--- src/core/event_code_pkg.sv ---
// Package of event-type codes, cause codes, record layout and the line-state enumeration for the event record encoder
package event_code_pkg;

    // ------------------------------------------------------------
    // Record layout
    // ------------------------------------------------------------
    localparam int STAMP_BYTES = 4;
    localparam int RECORD_BYTES = 6;
    localparam int RECORD_BITS = RECORD_BYTES * 8;

    // ------------------------------------------------------------
    // Event-type identifiers
    // ------------------------------------------------------------
    localparam logic [7:0] EVT_DUMMY = 8'h00;
    localparam logic [7:0] EVT_END_XFER = 8'h01;
    localparam logic [7:0] EVT_PREV_END_XFER = 8'h02;
    localparam logic [7:0] EVT_FAILED_INIT = 8'h03;
    localparam logic [7:0] EVT_GOOD_INIT = 8'h04;
    localparam logic [7:0] EVT_DS_INIT_RATE = 8'h05;
    localparam logic [7:0] EVT_US_INIT_RATE = 8'h06;
    localparam logic [7:0] EVT_DS_RATE_ADAPT = 8'h0B;
    localparam logic [7:0] EVT_US_RATE_ADAPT = 8'h0C;
    localparam logic [7:0] EVT_DS_RATE_SAVE = 8'h0D;
    localparam logic [7:0] EVT_US_RATE_SAVE = 8'h0E;
    localparam logic [7:0] EVT_RESERVED_LO = 8'h11;
    localparam logic [7:0] EVT_RESERVED_HI = 8'h7F;
    localparam logic [7:0] EVT_VENDOR_LO = 8'h80;

    // ------------------------------------------------------------
    // End-of-data-transfer cause codes
    // ------------------------------------------------------------
    localparam logic [7:0] CAUSE_NONE = 8'h00;
    localparam logic [7:0] CAUSE_CO_HOST = 8'h01;
    localparam logic [7:0] CAUSE_REMOTE_HOST = 8'h02;
    localparam logic [7:0] CAUSE_LOSS_SIGNAL = 8'h03;
    localparam logic [7:0] CAUSE_LOSS_FRAME = 8'h04;
    localparam logic [7:0] CAUSE_SEV_ERR_SEC = 8'h05;
    localparam logic [7:0] CAUSE_LOSS_MARGIN = 8'h06;
    localparam logic [7:0] CAUSE_SUBLAYER_SYNC = 8'h07;
    localparam logic [7:0] CAUSE_SAVE_LIMIT = 8'h08;
    localparam logic [7:0] CAUSE_SAVE_TIMEOUT = 8'h09;
    localparam logic [7:0] CAUSE_OVERHEAD_NORESP = 8'h0A;
    localparam logic [7:0] CAUSE_VEND_NEAR_BER = 8'h0B;
    localparam logic [7:0] CAUSE_VEND_FAR_BER = 8'h0C;
    localparam logic [7:0] CAUSE_POLICY1_BER = 8'h0D;

    // Reinit policy values
    localparam logic POLICY_ZERO = 1'b0;
    localparam logic POLICY_ONE = 1'b1;

    // ------------------------------------------------------------
    // Event-source indices (input vector bit positions)
    // ------------------------------------------------------------
    localparam int SRC_PREV_END = 0;
    localparam int SRC_FAILED_INIT = 1;
    localparam int SRC_GOOD_INIT = 2;
    localparam int SRC_DS_INIT = 3;
    localparam int SRC_US_INIT = 4;
    localparam int SRC_DS_ADAPT = 5;
    localparam int SRC_US_ADAPT = 6;
    localparam int SRC_DS_SAVE = 7;
    localparam int SRC_US_SAVE = 8;
    localparam int SRC_END_XFER = 9;
    localparam int NUM_SRC = 10;

    // ------------------------------------------------------------
    // Types
    // ------------------------------------------------------------
    typedef enum logic [1:0] {
        LINE_OTHER,
        LINE_DATA_XFER,
        LINE_QUIET
    } line_state_type;

    // Departure triggers, one bit per cause
    typedef struct packed {
        logic co_host;
        logic remote_host;
        logic loss_signal;
        logic loss_frame;
        logic sev_err_sec;
        logic loss_margin;
        logic sublayer_sync;
        logic save_limit;
        logic save_timeout;
        logic overhead_noresp;
        logic vend_near_ber;
        logic vend_far_ber;
        logic policy1_ber;
    } trigger_type;

    // One six-byte record
    typedef struct packed {
        logic [STAMP_BYTES*8-1:0] stamp;
        logic [7:0] event_type;
        logic [7:0] event_data;
    } record_type;

endpackage

--- src/core/event_record_code_encoder.sv ---
// Event record encoder: assigns event-type and cause codes and emits six-byte log records
// Notes
// Line state, triggers, policy and event strobes come from logic on i_clk, so no synchroniser.
// Records leave on a valid/ready write; valid and record hold until the buffer accepts.
// Hazards and limits:
// - Triggers and reinit policy are sampled in the cycle of the quiet transition.
// - A transition with no recognised trigger logs nothing.
// - The stamp is the one captured at the tick that closes the second.
// - A buffer that stalls across a further tick gives the late records the newer stamp.
// - A slot still pending at the next tick is overwritten with the newer second's data if that second saw the event.
// - Optional types are left out by clearing their IMPLEMENTED bit.
// - Pending records leave lowest source first, one per accept.
//
module event_record_code_encoder #(
    parameter logic [event_code_pkg::NUM_SRC-1:0] IMPLEMENTED = '1
) (
    // Clock and reset
    input wire logic i_clk,
    input wire logic i_rst,
    // Transceiver state and timing
    input wire event_code_pkg::line_state_type i_line_state,
    input wire logic i_second_tick,
    input wire logic [event_code_pkg::STAMP_BYTES*8-1:0] i_stamp,
    input wire logic i_reinit_policy,
    // Departure triggers from monitors and hosts
    input wire event_code_pkg::trigger_type i_trigger,
    // Other event strobes, one bit per source, with data bytes
    input wire logic [event_code_pkg::NUM_SRC-1:0] i_event,
    input wire logic [event_code_pkg::NUM_SRC*8-1:0] i_event_data,
    // Record write to the buffer
    output logic o_rec_valid,
    output event_code_pkg::record_type o_record,
    input wire logic i_rec_ready
);
    import event_code_pkg::*;

    // ------------------------------------------------------------
    // Transition detect and cause encode
    // ------------------------------------------------------------
    line_state_type prev_q;
    line_state_type prev_d;
    logic end_xfer;
    logic [7:0] cause;

    // Remember previous line state
    always_comb begin
        prev_d = i_line_state;
    end

    // Previous-state register
    always_ff @(posedge i_clk) begin
        if (i_rst) begin
            prev_q <= LINE_OTHER;
        end else begin
            prev_q <= prev_d;
        end
    end

    // Direct move from data transfer into quiet
    assign end_xfer = (prev_q == LINE_DATA_XFER) && (i_line_state == LINE_QUIET);

    // Priority encode of the departure trigger; host requests first
    always_comb begin
        cause = CAUSE_NONE;
        if (i_trigger.co_host) begin
            cause = CAUSE_CO_HOST;
        end else if (i_trigger.remote_host) begin
            cause = CAUSE_REMOTE_HOST;
        end else if (i_trigger.loss_signal) begin
            cause = CAUSE_LOSS_SIGNAL;
        end else if (i_trigger.loss_frame) begin
            cause = CAUSE_LOSS_FRAME;
        end else if (i_trigger.sev_err_sec) begin
            cause = CAUSE_SEV_ERR_SEC;
        end else if (i_trigger.loss_margin) begin
            cause = CAUSE_LOSS_MARGIN;
        end else if (i_trigger.sublayer_sync) begin
            cause = CAUSE_SUBLAYER_SYNC;
        end else if (i_trigger.save_limit) begin
            cause = CAUSE_SAVE_LIMIT;
        end else if (i_trigger.save_timeout) begin
            cause = CAUSE_SAVE_TIMEOUT;
        end else if (i_trigger.overhead_noresp) begin
            cause = CAUSE_OVERHEAD_NORESP;
        end else if (i_reinit_policy == POLICY_ZERO && i_trigger.vend_near_ber) begin
            cause = CAUSE_VEND_NEAR_BER;
        end else if (i_reinit_policy == POLICY_ZERO && i_trigger.vend_far_ber) begin
            cause = CAUSE_VEND_FAR_BER;
        end else if (i_reinit_policy == POLICY_ONE && i_trigger.policy1_ber) begin
            cause = CAUSE_POLICY1_BER;
        end
    end

    // ------------------------------------------------------------
    // Per-type slots
    // ------------------------------------------------------------
    localparam logic [NUM_SRC*8-1:0] TYPE_CODES = {
        EVT_END_XFER, EVT_US_RATE_SAVE, EVT_DS_RATE_SAVE, EVT_US_RATE_ADAPT, EVT_DS_RATE_ADAPT,
        EVT_US_INIT_RATE, EVT_DS_INIT_RATE, EVT_GOOD_INIT, EVT_FAILED_INIT, EVT_PREV_END_XFER
    };

    // Slot interface vectors
    logic [NUM_SRC-1:0] occur;
    logic [NUM_SRC*8-1:0] occur_data;
    logic [NUM_SRC-1:0] pending;
    logic [NUM_SRC*8-1:0] pend_data;
    logic [NUM_SRC-1:0] taken;
    logic [NUM_SRC-1:0] enable;

    // Route inputs; the end-of-transfer slot uses the detector and cause
    always_comb begin
        occur = i_event;
        occur_data = i_event_data;
        occur[SRC_END_XFER] = end_xfer && (cause != CAUSE_NONE);
        occur_data[SRC_END_XFER*8 +: 8] = cause;
        enable = IMPLEMENTED;
    end

    // One slot per event source
    genvar g;
    generate
        for (g = 0; g < NUM_SRC; g++) begin : slots
            event_slot slot (
                .i_clk(i_clk),
                .i_rst(i_rst),
                .i_enable(enable[g]),
                .i_occur(occur[g]),
                .i_data(occur_data[g*8 +: 8]),
                .i_second(i_second_tick),
                .i_taken(taken[g]),
                .o_pending(pending[g]),
                .o_data(pend_data[g*8 +: 8])
            );
        end
    endgenerate

    // ------------------------------------------------------------
    // Record output
    // ------------------------------------------------------------
    // Record output state
    logic [NUM_SRC-1:0] sel;
    logic [$clog2(NUM_SRC)-1:0] sel_idx;
    logic busy_q;
    logic busy_d;
    logic [7:0] type_code;
    record_type rec_q;
    record_type rec_d;
    logic [STAMP_BYTES*8-1:0] stamp_q;
    logic [STAMP_BYTES*8-1:0] stamp_d;

    // Lowest pending slot wins
    always_comb begin
        sel = '0;
        sel_idx = '0;
        for (int i = NUM_SRC - 1; i >= 0; i--) begin
            if (pending[i]) begin
                sel_idx = i[$clog2(NUM_SRC)-1:0];
            end
        end
        if (pending != '0 && !busy_q) begin
            sel[sel_idx] = 1'b1;
        end
    end

    // Type lookup; a code in the reserved range never leaves, a dummy goes instead
    always_comb begin
        type_code = TYPE_CODES[sel_idx*8 +: 8];
        if (type_code >= EVT_RESERVED_LO && type_code <= EVT_RESERVED_HI) begin
            type_code = EVT_DUMMY;
        end
    end

    // Load a record, hold until the buffer accepts it
    always_comb begin
        busy_d = busy_q;
        rec_d = rec_q;
        taken = '0;
        stamp_d = i_second_tick ? i_stamp : stamp_q;
        if (busy_q && i_rec_ready) begin
            busy_d = 1'b0;
        end
        if (!busy_q && pending != '0) begin
            busy_d = 1'b1;
            taken = sel;
            rec_d.stamp = stamp_q;
            rec_d.event_type = type_code;
            rec_d.event_data = pend_data[sel_idx*8 +: 8];
        end
    end

    // Record registers
    always_ff @(posedge i_clk) begin
        if (i_rst) begin
            busy_q <= 1'b0;
            rec_q <= '0; // Dummy record at rest
            stamp_q <= '0;
        end else begin
            busy_q <= busy_d;
            rec_q <= rec_d;
            stamp_q <= stamp_d;
        end
    end

    assign o_rec_valid = busy_q;
    assign o_record = rec_q;
endmodule

--- src/core/event_slot.sv ---
// One event-type slot: collapses occurrences within a second into one pending record
module event_slot (
    // Clock and reset
    input wire logic i_clk,
    input wire logic i_rst,
    // Control
    input wire logic i_enable,
    input wire logic i_occur,
    input wire logic [7:0] i_data,
    input wire logic i_second,
    input wire logic i_taken,
    // Status
    output logic o_pending,
    output logic [7:0] o_data
);
    import event_code_pkg::*;

    logic seen_q;
    logic seen_d;
    logic pend_q;
    logic pend_d;
    logic [7:0] data_q;
    logic [7:0] data_d;
    logic [7:0] pdata_q;
    logic [7:0] pdata_d;

    // Collect during the second, publish at its end, clear on take
    always_comb begin
        seen_d = seen_q;
        data_d = data_q;
        pend_d = pend_q;
        pdata_d = pdata_q;
        if (i_taken) begin
            pend_d = 1'b0;
        end
        if (i_second) begin
            seen_d = 1'b0;
            if (seen_q) begin
                pend_d = 1'b1;
                pdata_d = data_q;
            end
        end
        if (i_enable && i_occur) begin
            if (!seen_d) begin
                data_d = i_data; // First occurrence keeps its data
            end
            seen_d = 1'b1;
        end
    end

    // Slot registers
    always_ff @(posedge i_clk) begin
        if (i_rst) begin
            seen_q <= 1'b0;
            pend_q <= 1'b0;
            data_q <= 8'h00;
            pdata_q <= 8'h00;
        end else begin
            seen_q <= seen_d;
            pend_q <= pend_d;
            data_q <= data_d;
            pdata_q <= pdata_d;
        end
    end

    assign o_pending = pend_q;
    assign o_data = pdata_q;
endmodule

--- config.mk ---
export PLATFORM = sky130hd
export DESIGN_NAME = event_record_code_encoder
export DESIGN_NICKNAME = d
export VERILOG_FILES = /design/src/core/event_code_pkg.sv /design/src/core/event_record_code_encoder.sv /design/src/core/event_slot.sv
export SDC_FILE = /design/constraint.sdc
export NUM_CORES = 1
export LEC_CHECK = 0
export BUFFER_PORTS_ARGS = -buffer_cell sky130_fd_sc_hd__buf_2
export CORE_MARGIN = 1
export CORE_UTILIZATION = 52
export CTS_BUF_LIST = sky130_fd_sc_hd__clkbuf_2 sky130_fd_sc_hd__clkbuf_4 sky130_fd_sc_hd__clkbuf_8
export DETAILED_ROUTE_END_ITERATION = 8
export PLACE_DENSITY = 0.87
export SLEW_MARGIN = 20
export SYNTH_ARGS = -nofsm -noshare
export SYNTH_HDL_FRONTEND = slang
export SYNTH_SLANG_ARGS = --single-unit
--- constraint.sdc ---
create_clock -name i_clk -period 2 [get_ports i_clk]
set_input_delay 0.4 -clock i_clk [delete_from_list [all_inputs] [get_ports i_clk]]
set_output_delay 0.4 -clock i_clk [all_outputs]
set_load 0.005 [all_outputs]
==> results.sh, run 1 <==
export IMPL_ys_seq_elements=251
export IMPL_n_antenna_cell=0
export IMPL_start_util=0.5334
export IMPL_die_x_um=141.0
export IMPL_io_pins=191
export IMPL_holdCritStartpoint="i_event[7]"
export IMPL_synth_warning_count=0
export IMPL_ir_worst_vdd_mv=0.6394
export IMPL_yosys_top_cells_count="dfxtp_1, nand2_1, nor2_1, a21oi_1, mux2i_1"
export IMPL_synthCells=1155
export IMPL_end_kind="flip-flop"
export IMPL_setup_viol_count_final=0
export IMPL_dp_hpwl_mm=17.33
export IMPL_rows=50
export IMPL_route_detailed_drc=0
export IMPL_clock_sinks=251
export IMPL_r2r_setup_slack_ns=0.04
export IMPL_syn_area_um2=10040
export IMPL_r2r_start="slots[5].slot.o_pending$_SDFF_PP0_"
export IMPL_clockPowerShare=0.393
export IMPL_htreeDepth=2
export IMPL_cts_tree="done"
export IMPL_dieHeight_um=141.0
export IMPL_routedWlPerCell_um=15.28
export IMPL_wl_mm=25.28
export IMPL_slowest_stage="or4_4"
export IMPL_place_gp_congestion=0.9049
export IMPL_ys_seq_area_frac=0.5003
export IMPL_nNetsFinal=1505
export IMPL_p_int_mw=8.780
export IMPL_yosysMostFrequentCell="dfxtp_1"
export IMPL_grt_max_degree=67
export IMPL_clk_pin_slew_ns=0.06
export IMPL_cts_root_buf="clkbuf_8"
export IMPL_fin_skew_ns=0.01684
export IMPL_drt_pass1_iterations=5
export IMPL_area_growth_pct=24.33
export IMPL_fin_area_um2=12490
export IMPL_netlist_area_leader_share=0.5003
export IMPL_drive_above_1_share=0.2473
export IMPL_critPathLaunchType="flip-flop"
export IMPL_path_cells="buf_4 -> or4_4 -> nor2_4 -> a21o_4 -> bufbuf_16 -> nand2_1 -> a21oi_1"
export IMPL_sw_frac_of_total=0.2612
export IMPL_critPathRequiredTime_ns=2.46
export IMPL_drt_initial_drc_count=551
export IMPL_avgSynthCellArea_um2=8.696
export IMPL_place_area_um2=11450
export IMPL_core_area_um2=18830
export IMPL_clk_path_buf_depth=3
export IMPL_synth_edf_count=0
export IMPL_dp_cells=1578
export IMPL_synth_area_leaders="dfxtp_1, mux2i_1, a21oi_1, nand2_1, nor2_1"
export IMPL_period_share=0.9791
export IMPL_cpPeakStageDelay_ns=0.58
export IMPL_p_seq_frac=0.458
export IMPL_critical_path_buf_inv_count=2
export IMPL_dr_total_vias=8894
export IMPL_whs_ns=0.08488
export IMPL_rsz0062_at_grt="yes"
export IMPL_portBuffers=177
export IMPL_finalHoldViolCount=0
export IMPL_max_freq_mhz=510.7
export IMPL_die_area_um2=19870
export IMPL_antenna_left=0
export IMPL_grt_pass1_wl_mm=40.97
export IMPL_synth_ff_type="dfxtp_1"
export IMPL_min_period_ns=1.958
export IMPL_crit_type="reg2reg"
export IMPL_fillers=1448
export IMPL_cts_buffers=41
export IMPL_crit_family="simple AND/OR/NAND/NOR gates"
export IMPL_antenna_found_initial=0
export IMPL_crit_arrival_ns=2.42
export IMPL_relSlewSlack=0.3697
export IMPL_grt_total_usage=0.2559
export IMPL_status="finished, final reports clean"
export IMPL_via_per_inst=5.374
export IMPL_grt_pass1_vias=8670
export IMPL_power_switching_mw=3.105
export IMPL_tightest_slew_ns=0.9391
export IMPL_synth_distinct_cells=55
export IMPL_async_reset_ff_frac=0
export IMPL_insertion_delay_ns=0.54
export IMPL_hp_class="in2reg"
export IMPL_maxCapViolations=0
export IMPL_crit_start="slots[5].slot.o_pending$_SDFF_PP0_"
export IMPL_leakage_nw=5.343
export IMPL_overflow=0
export IMPL_maxSlewViolCount=0
export IMPL_p_per_area_nw_per_um2=951.7
export IMPL_synth_top_area_cell="dfxtp_1"
export IMPL_finalNonFillerCells=1655
export IMPL_crit_fanout=18
export IMPL_p_comb_frac=0.149
## area by class of cell
| cell class | instances | area, um^2 | share of cell area |
|---|---|---|---|
| Tap cell | 260 | 325.3 | 0.02605 |
| Timing Repair Buffer | 238 | 1469 | 0.1176 |
| Inverter | 18 | 67.56 | 0.005411 |
| Multi-Input combinational cell | 813 | 4693 | 0.3759 |
| Clock inverter | 6 | 35.03 | 0.002806 |
| Sequential cell | 251 | 5035 | 0.4032 |
| Clock buffer | 69 | 862.1 | 0.06904 |
## flip-flops by register name, indices dropped and copies added (netlist names)
signal	flops
o_record	44
slots.slot.seen_q	10
slots.slot.o_data	76
stamp_q	32
slots.slot.o_pending	10
o_rec_valid	1
prev_q	2
slots.slot.data_q	76
## worst register-to-register path: stages, from the launching register on
cell       delay, ns
dfxtp_1         0.33
buf_4           0.16
or4_4           0.58
nor2_4          0.15
a21o_4          0.18
bufbuf_16       0.30
nand2_1         0.06
a21oi_1         0.13
## power by group through the flow
stage / Combinational, mW / Clock [mW] / Sequential (mW)
detailed placement: 1.64 / 0 / 5.54
global placement: 1.60 / 0 / 5.53
CTS: 1.74 / 4.75 / 5.44
global route: 1.93 / 5.01 / 5.47
finish: 1.77 / 4.67 / 5.45
floorplan: 1.03 / 0 / 5.50
## worst paths after layout
kind                                                   endpoint  cells after the start
worst max register to register        o_record[26]$_SDFFE_PP0P_                      7
worst min register to register        o_record[46]$_SDFFE_PP0P_                      2
worst max-delay path                  o_record[26]$_SDFFE_PP0P_                      7
worst min-delay path            slots[7].slot.seen_q$_SDFF_PP0_                      3
## metal layers
layer,global-route usage,part of all wire
met5,0,0
met1,0.3181,0.43
met3,0.05435,0.062
met2,0.4341,0.48
met4,0.09897,0.026
## layout by cell type, fill, tap and decap left out, drive strengths merged, types with 2 or more instances in the layout
cell type,netlist,routed
nand2b,3,3
nand2,171,171
o211ai,5,5
buf,25,237
a22oi,2,2
nor2,153,153
a22o,3,3
conb,1,4
dfxtp,251,251
and3,2,2
mux2,4,4
or3,2,2
o31a,4,4
nor2b,6,6
clkbuf,51,69
or4,2,2
a31oi,7,7
clkinvlp,0,2
a21o,3,3
mux2i,128,128
a221oi,7,7
nand3,86,86
inv,17,17
o21ai,36,36
or2,6,6
nor4,4,4
o31ai,4,4
nor3,9,9
a211oi,2,2
a21oi,143,143
o21bai,6,6
clkinv,1,5
## kinds of logic (layout without fill, tap and decap cells)
family / count (synthesis) / in the layout / synth area share
mux: 132 / 132 / 0.1321
flops: 251 / 251 / 0.5003
buf+inv: 94 / 331 / 0.04198
simple gates: 448 / 448 / 0.1915
other cells: 1 / 4 / 0.0003734
compound gates: 229 / 229 / 0.1338
## repair_timing
action	CTS	global route
hold buffers	0	0
pin swaps	2	1
endpoints found under the setup margin	8	28
gates cloned	1	0
buffers inserted	1	0
gates resized for setup	5	18
## stage by stage
stage | utilization | power [mW] | worst slack, ns | TNS [ns]
floorplan | - | 6.529 | 0.1165 | 0
global placement | 0.6080 | 7.131 | 0.02070 | 0
detailed placement | 0.6080 | 7.187 | 0.0006097 | 0
CTS | 0.6596 | 11.94 | 0.001939 | 0
global route | 0.6631 | 12.41 | -0.05976 | -0.6012
finish | 0.6631 | 11.88 | 0.04188 | 0
Power figures use the tool's default switching activity.
==> run 2: changes to the inputs <==
ABC_AREA = 1   (was default)
==> run 2 against run 1 <==
  * Area after synthesis shrank 2.1%
  * Combinational power grew 7%
  * Flip-flop and latch count is the same
  * Die area shrank 2.1%
  * Sequential share of layout area grew 2.4 points
  * Fmax grew 3.7%
  * Sequential power grew 4.2%
  * Clock skew grew 0.0019 ns
  * Total power shrank 0.91%
  * Via count grew 3.9%
  * Core utilization shrank 1.9 points
  * Clock power shrank 10%
  * Critical endpoint is now o_record[1]$_SDFFE_PP0P_
==> results.sh, run 2 <==
export IMPL_period_share=0.9443
export IMPL_dr_total_vias=9239
export IMPL_postCtsHoldBufs=0
export IMPL_p_comb_frac=0.161
export IMPL_dieHeight_um=139.5
export IMPL_setup_viol_count_final=0
export IMPL_place_area_um2=10970
export IMPL_sw_frac_of_total=0.2811
export IMPL_drt_pass1_iterations=5
export IMPL_fillers=1564
export IMPL_antenna_left=0
export IMPL_synth_area_leaders="dfxtp_1, nor2_1, o21ai_0, nand2_1, inv_1"
export IMPL_dp_hpwl_mm=17.09
export IMPL_start_util=0.5382
export IMPL_tightest_slew_ns=0.5148
export IMPL_htreeDepth=2
export IMPL_final_core_util=0.6444
export IMPL_drt_initial_drc_count=709
export IMPL_grt_pass1_vias=8440
export IMPL_die_area_um2=19460
export IMPL_synth_warning_count=0
export IMPL_nNetsFinal=1686
export IMPL_synthCells=1356
export IMPL_final_common_cell="nor2_1"
export IMPL_p_seq_frac=0.482
export IMPL_netlist_area_leader_share=0.5110
export IMPL_clockPowerShare=0.357
export IMPL_finalNonFillerCells=1793
export IMPL_critPathRequiredTime_ns=2.45
export IMPL_p_per_area_nw_per_um2=1000
export IMPL_maxCapViolations=0
export IMPL_p_int_mw=8.465
export IMPL_cts_buffers=40
export IMPL_via_per_inst=5.153
export IMPL_seq_area_um2=5027
export IMPL_leakage_nw=5.496
export IMPL_relSlewSlack=0.6520
export IMPL_clk_pin_slew_ns=0.06
export IMPL_antenna_found_initial=1
export IMPL_crit_arrival_ns=2.33
export IMPL_die_x_um=139.5
export IMPL_synth_mux_area_frac=0
export IMPL_fin_total_pwr_mw=11.78
export IMPL_multiInputGateArea_um2=4212
export IMPL_io_pins=191
export IMPL_core_area_um2=18270
export IMPL_maxSlewViolCount=0
export IMPL_avgSynthCellArea_um2=7.252
export IMPL_clock_sinks=251
export IMPL_synth_distinct_cells=30
export IMPL_synth_ff_type="dfxtp_1"
export IMPL_ys_seq_area_frac=0.5110
export IMPL_grt_pass1_wl_mm=39.76
export IMPL_cts_tree="done"
export IMPL_synth_top_family_by_area="simple AND/OR/NAND/NOR gates"
export IMPL_overflow=0
export IMPL_critPathLaunchType="flip-flop"
export IMPL_route_detailed_drc=0
export IMPL_yosys_top_cells_count="nor2_1, dfxtp_1, o21ai_0, nand2_1, inv_1"
export IMPL_portBuffers=177
export IMPL_min_period_ns=1.889
export IMPL_synth_compound_area_frac=0.1425
export IMPL_final_cell_mix="nor2_1, dfxtp_1, o21ai_0, buf_2, nand2_1"
export IMPL_routedWlPerCell_um=13.52
export IMPL_drive_above_1_share=0.1862
export IMPL_ys_seq_elements=251
export IMPL_synth_xor_area_share=0
export IMPL_clk_path_buf_depth=3
export IMPL_ir_worst_vdd_mv=0.5316
export IMPL_synth_edf_count=0
export IMPL_fin_area_um2=11770
export IMPL_syn_area_um2=9833
export IMPL_yosys_area_share_simple=0.2840
export IMPL_power_switching_mw=3.310
export IMPL_crit_type="reg2reg"
export IMPL_dp_cells=1727
export IMPL_area_growth_pct=19.74
export IMPL_finalHoldViolCount=0
export IMPL_setup_ws_ns=0.1114
export IMPL_place_gp_congestion=0.9010
export IMPL_synth_adder_area_share=0
export IMPL_max_freq_mhz=529.5
export IMPL_wl_mm=24.25
export IMPL_status="finished, final reports clean"
export IMPL_synth_top_area_cell="dfxtp_1"
export IMPL_async_reset_ff_frac=0
export IMPL_rows=49
export IMPL_hp_class="in2reg"
export IMPL_insertion_delay_ns=0.54
export IMPL_fin_skew_ns=0.01878
export IMPL_cts_root_buf="clkbuf_8"
export IMPL_yosysMostFrequentCell="nor2_1"
export IMPL_crit_fanout=28
export IMPL_place_ws_ns=0.09983
export IMPL_end_kind="flip-flop"
export IMPL_grt_total_usage=0.2499
export IMPL_grt_max_degree=108
==> run 2: per-layer routing <==
layer,vias up,GRT usage,wire length (um)
met3,46,0.05919,1805
li1,4721,-,-
met1,4158,0.3141,10240
met4,0,0.09708,653
met5,-,0,0
met2,314,0.4142,11550
==> run 2: stage by stage <==
stage	setup TNS (ns)	hold WS, ns
finish	0	0.08794
global route	-0.005479	0.07182
CTS	0	0.06551
detailed placement	0	0.4457
global placement	0	0.4407
floorplan	0	0.4246
==> run 2: cell families after synthesis <==
logic type / after synthesis
and+or+nand+nor: 677
AOI/OAI and AO/OA: 273
buffers and inverters: 154
other: 1
DFF: 251
==> run 2: worst paths after layout <==
path | from | endpoint | slack [ns] | cells past startpoint
hold reg to reg | slots[8].slot.o_data[1]$_SDFFE_PP0P_ | slots[8].slot.o_data[1]$_SDFFE_PP0P_ | 0.45 | 2
setup reg to reg | slots[5].slot.o_pending$_SDFF_PP0_ | o_record[1]$_SDFFE_PP0P_ | 0.11 | 11
setup / recovery | slots[5].slot.o_pending$_SDFF_PP0_ | o_record[1]$_SDFFE_PP0P_ | 0.11 | 11
hold / removal | i_line_state[1] | prev_q[1]$_SDFF_PP0_ | 0.09 | 3
==> run 2: worst max-delay path: stages (launching register included) <==
cell,delay [ns]
dfxtp_1,0.34
nor2_4,0.18
o21ai_2,0.10
a21oi_4,0.30
inv_4,0.19
nand4_1,0.21
buf_4,0.14
nor2_1,0.04
nor2_1,0.12
nand3_1,0.08
nand2_1,0.06
inv_1,0.03
==> run 2: cell type report <==
| cell class | count | share of cell area |
|---|---|---|
| well taps | 229 | 0.02434 |
| flip-flops and latches | 251 | 0.4270 |
| clock buffers | 53 | 0.05770 |
| repair buffers | 200 | 0.09554 |
| inverters | 97 | 0.03135 |
| multi-input cells | 954 | 0.3577 |
| clock inverters | 8 | 0.006164 |
| diodes | 1 | 0.0002125 |
==> run 2: repair_timing <==
| item | 4_1_cts | 5_1_grt |
|---|---|---|
| setup buffers | 0 | 4 |
| hold endpoints to repair | 0 | 0 |
| gates resized for setup | 0 | 6 |
| endpoints found under the setup margin | 0 | 11 |
==> run 2: power groups by stage <==
stage          clock [mW]  combinational, mW  sequential, mW
2_1_floorplan           0               1.18            5.73
3_3_place_gp            0               1.79            5.76
3_5_place_dp            0               1.85            5.78
4_1_cts              4.28               1.85            5.68
5_1_grt              4.52               2.15            5.72
6_report             4.20               1.90            5.68
==> run 3: changes to the inputs <==
CORE_MARGIN = 2   (was 1)
CORE_UTILIZATION = 50   (was 52)
CTS_BUF_LIST = default   (was sky130_fd_sc_hd__clkbuf_2 sky130_fd_sc_hd__clkbuf_4 sky130_fd_sc_hd__clkbuf_8)
PLACE_DENSITY = 0.84   (was 0.87)
==> run 3 against run 2 <==
  * Final cell count is 1.1% higher
  * First-iteration DRC count fell by 5.8%
  * Critical path depth is 2 lower
  * Total power increased by 8.5%
  * Sequential share of layout area is 0.78 points lower
  * Largest cell class unchanged
  * Sequential power barely moved
  * Clock-buffer cell count is 18 lower
  * Clock skew decreased by 0.0015 ns
  * Non-clock buffer count fell by 1
  * Fmax increased by 0.53%
  * Combinational power barely moved
  * Largest power group unchanged
  * Core utilization shrank 2.6 points
==> results.sh, run 3 (synthesis gave the netlist of run 2 again) <==
export IMPL_grt_met2_usage=0.4018
export IMPL_htreeDepth=1
export IMPL_maxSlewViolCount=0
export IMPL_max_freq_mhz=532.3
export IMPL_finalHoldViolCount=0
export IMPL_place_gp_congestion=0.9076
export IMPL_period_share=0.9393
export IMPL_cts_root_buf="clkbuf_16"
export IMPL_grt_util_met1=0.2926
export IMPL_overflow=0
export IMPL_start_util=0.5069
export IMPL_clock_sinks=251
export IMPL_portBuffers=177
export IMPL_leakage_nw=5.556
export IMPL_wl_mm=24.66
export IMPL_routedWlPerCell_um=13.61
export IMPL_rsz0062_at_grt="yes"
export IMPL_n_antenna_cell=0
export IMPL_tightest_slew_ns=0.5128
export IMPL_grt_max_degree=81
export IMPL_critPathRequiredTime_ns=2.38
export IMPL_clk_path_buf_depth=3
export IMPL_setup_viol_count_final=0
export IMPL_relSlewSlack=0.6533
export IMPL_crit_fanout=5
export IMPL_fin_skew_ns=0.01728
export IMPL_nNetsFinal=1671
export IMPL_grtUsageMet3=0.04106
export IMPL_clk_pin_slew_ns=0.07
export IMPL_ir_worst_vdd_mv=0.6176
export IMPL_die_x_um=144.2
export IMPL_final_common_cell="nor2_1"
export IMPL_postCtsHoldBufs=0
export IMPL_die_area_um2=20800
export IMPL_p_per_area_nw_per_um2=1065
export IMPL_end_kind="flip-flop"
export IMPL_dr_total_vias=9229
export IMPL_place_area_um2=11030
export IMPL_top_usage_layer="met2"
export IMPL_hp_class="in2reg"
export IMPL_dp_hpwl_mm=16.85
export IMPL_cpPeakStageDelay_ns=0.42
export IMPL_grt_pass1_wl_mm=39.58
export IMPL_antenna_left=0
export IMPL_fin_total_pwr_mw=12.78
export IMPL_final_cell_mix="nor2_1, dfxtp_1, o21ai_0, buf_2, nand2_1"
export IMPL_crit_type="reg2reg"
export IMPL_insertion_delay_ns=0.51
export IMPL_cts_buffers=25
export IMPL_critPathLaunchType="flip-flop"
export IMPL_drive_above_1_share=0.1739
export IMPL_drt_pass1_iterations=5
export IMPL_dieHeight_um=144.2
export IMPL_status="finished, final reports clean"
export IMPL_area_growth_pct=21.94
export IMPL_drt_initial_drc_count=668
export IMPL_crit_family="simple AND/OR/NAND/NOR gates"
export IMPL_final_core_util=0.6181
export IMPL_critical_path_buf_inv_count=3
export IMPL_min_period_ns=1.879
export IMPL_maxCapViolations=0
export IMPL_cpMostUsedCell="inv_2"
export IMPL_io_pins=191
export IMPL_fin_area_um2=11990
export IMPL_rows=51
export IMPL_grt_total_usage=0.2334
export IMPL_route_detailed_drc=0
export IMPL_crit_arrival_ns=2.26
export IMPL_cts_tree="done"
export IMPL_grt_pass1_vias=8698
export IMPL_core_area_um2=19400
export IMPL_antenna_found_initial=0
export IMPL_slowest_stage="dfxtp_1"
export IMPL_via_per_inst=5.093
export IMPL_path_cells="inv_2 -> nand3_1 -> nor3_2 -> nor2_1 -> inv_2 -> nor2_1 -> inv_2 -> o21ai_0 -> a21oi_1"
-- run 3: path summary, 6_finish.rpt --
check                                  startpoint                                    to  slack [ns]  cells past startpoint
max reg2reg    slots[6].slot.o_pending$_SDFF_PP0_    slots[2].slot.o_pending$_SDFF_PP0_        0.12                      9
min                               i_line_state[1]                  prev_q[1]$_SDFF_PP0_        0.11                      3
max            slots[6].slot.o_pending$_SDFF_PP0_    slots[2].slot.o_pending$_SDFF_PP0_        0.12                      9
min reg2reg  slots[8].slot.o_data[3]$_SDFFE_PP0P_  slots[8].slot.o_data[3]$_SDFFE_PP0P_        0.46                      2
-- run 3: worst register-to-register path, delay by kind of cell (launching register included) --
family          cells  cell delay, ns
compound gates      2            0.25
buf+inv             3            0.26
flops               1            0.42
simple gates        4            0.82
-- run 3: cell type report --
cell class	instances	area [um^2]
repair buffers	199	1114
clock inverters	10	206.4
clock buffers	35	723.2
fillers	1699	7408
inverters	97	366.6
multi-input cells	955	4223
flip-flops and latches	251	5026
well taps	265	331.6
-- run 3: through the flow --
step	cells	setup WS (ns)	TNS, ns	hold WS (ns)
6_report	1812	0.1213	0	0.1083
5_1_grt	1812	-0.01362	-0.02073	0.1080
4_1_cts	1809	0.1172	0	0.09983
3_5_place_dp	1764	0.1667	0	0.4519
3_3_place_gp	1764	0.2022	0	0.4429
2_1_floorplan	1359	0.3985	0	0.4246
-- run 3: power by group --
group | internal (mW) | leakage [nW] | switching, mW
Combinational | 0.705 | 3.03 | 1.20
Sequential | 5.43 | 2.07 | 0.238
Clock | 3.29 | 0.453 | 1.91
-- run 3: timing repair --
action	4_1_cts	5_1_grt
setup buffers	0	2
setup endpoints to repair	0	12
resized for setup	0	2
-- run 3: layer usage --
| metal | wire length [um] | vias up |
|---|---|---|
| met5 | 0 | - |
| met4 | 798 | 0 |
| met3 | 1708 | 62 |
| met2 | 11600 | 322 |
| met1 | 10560 | 4146 |
| li1 | - | 4699 |
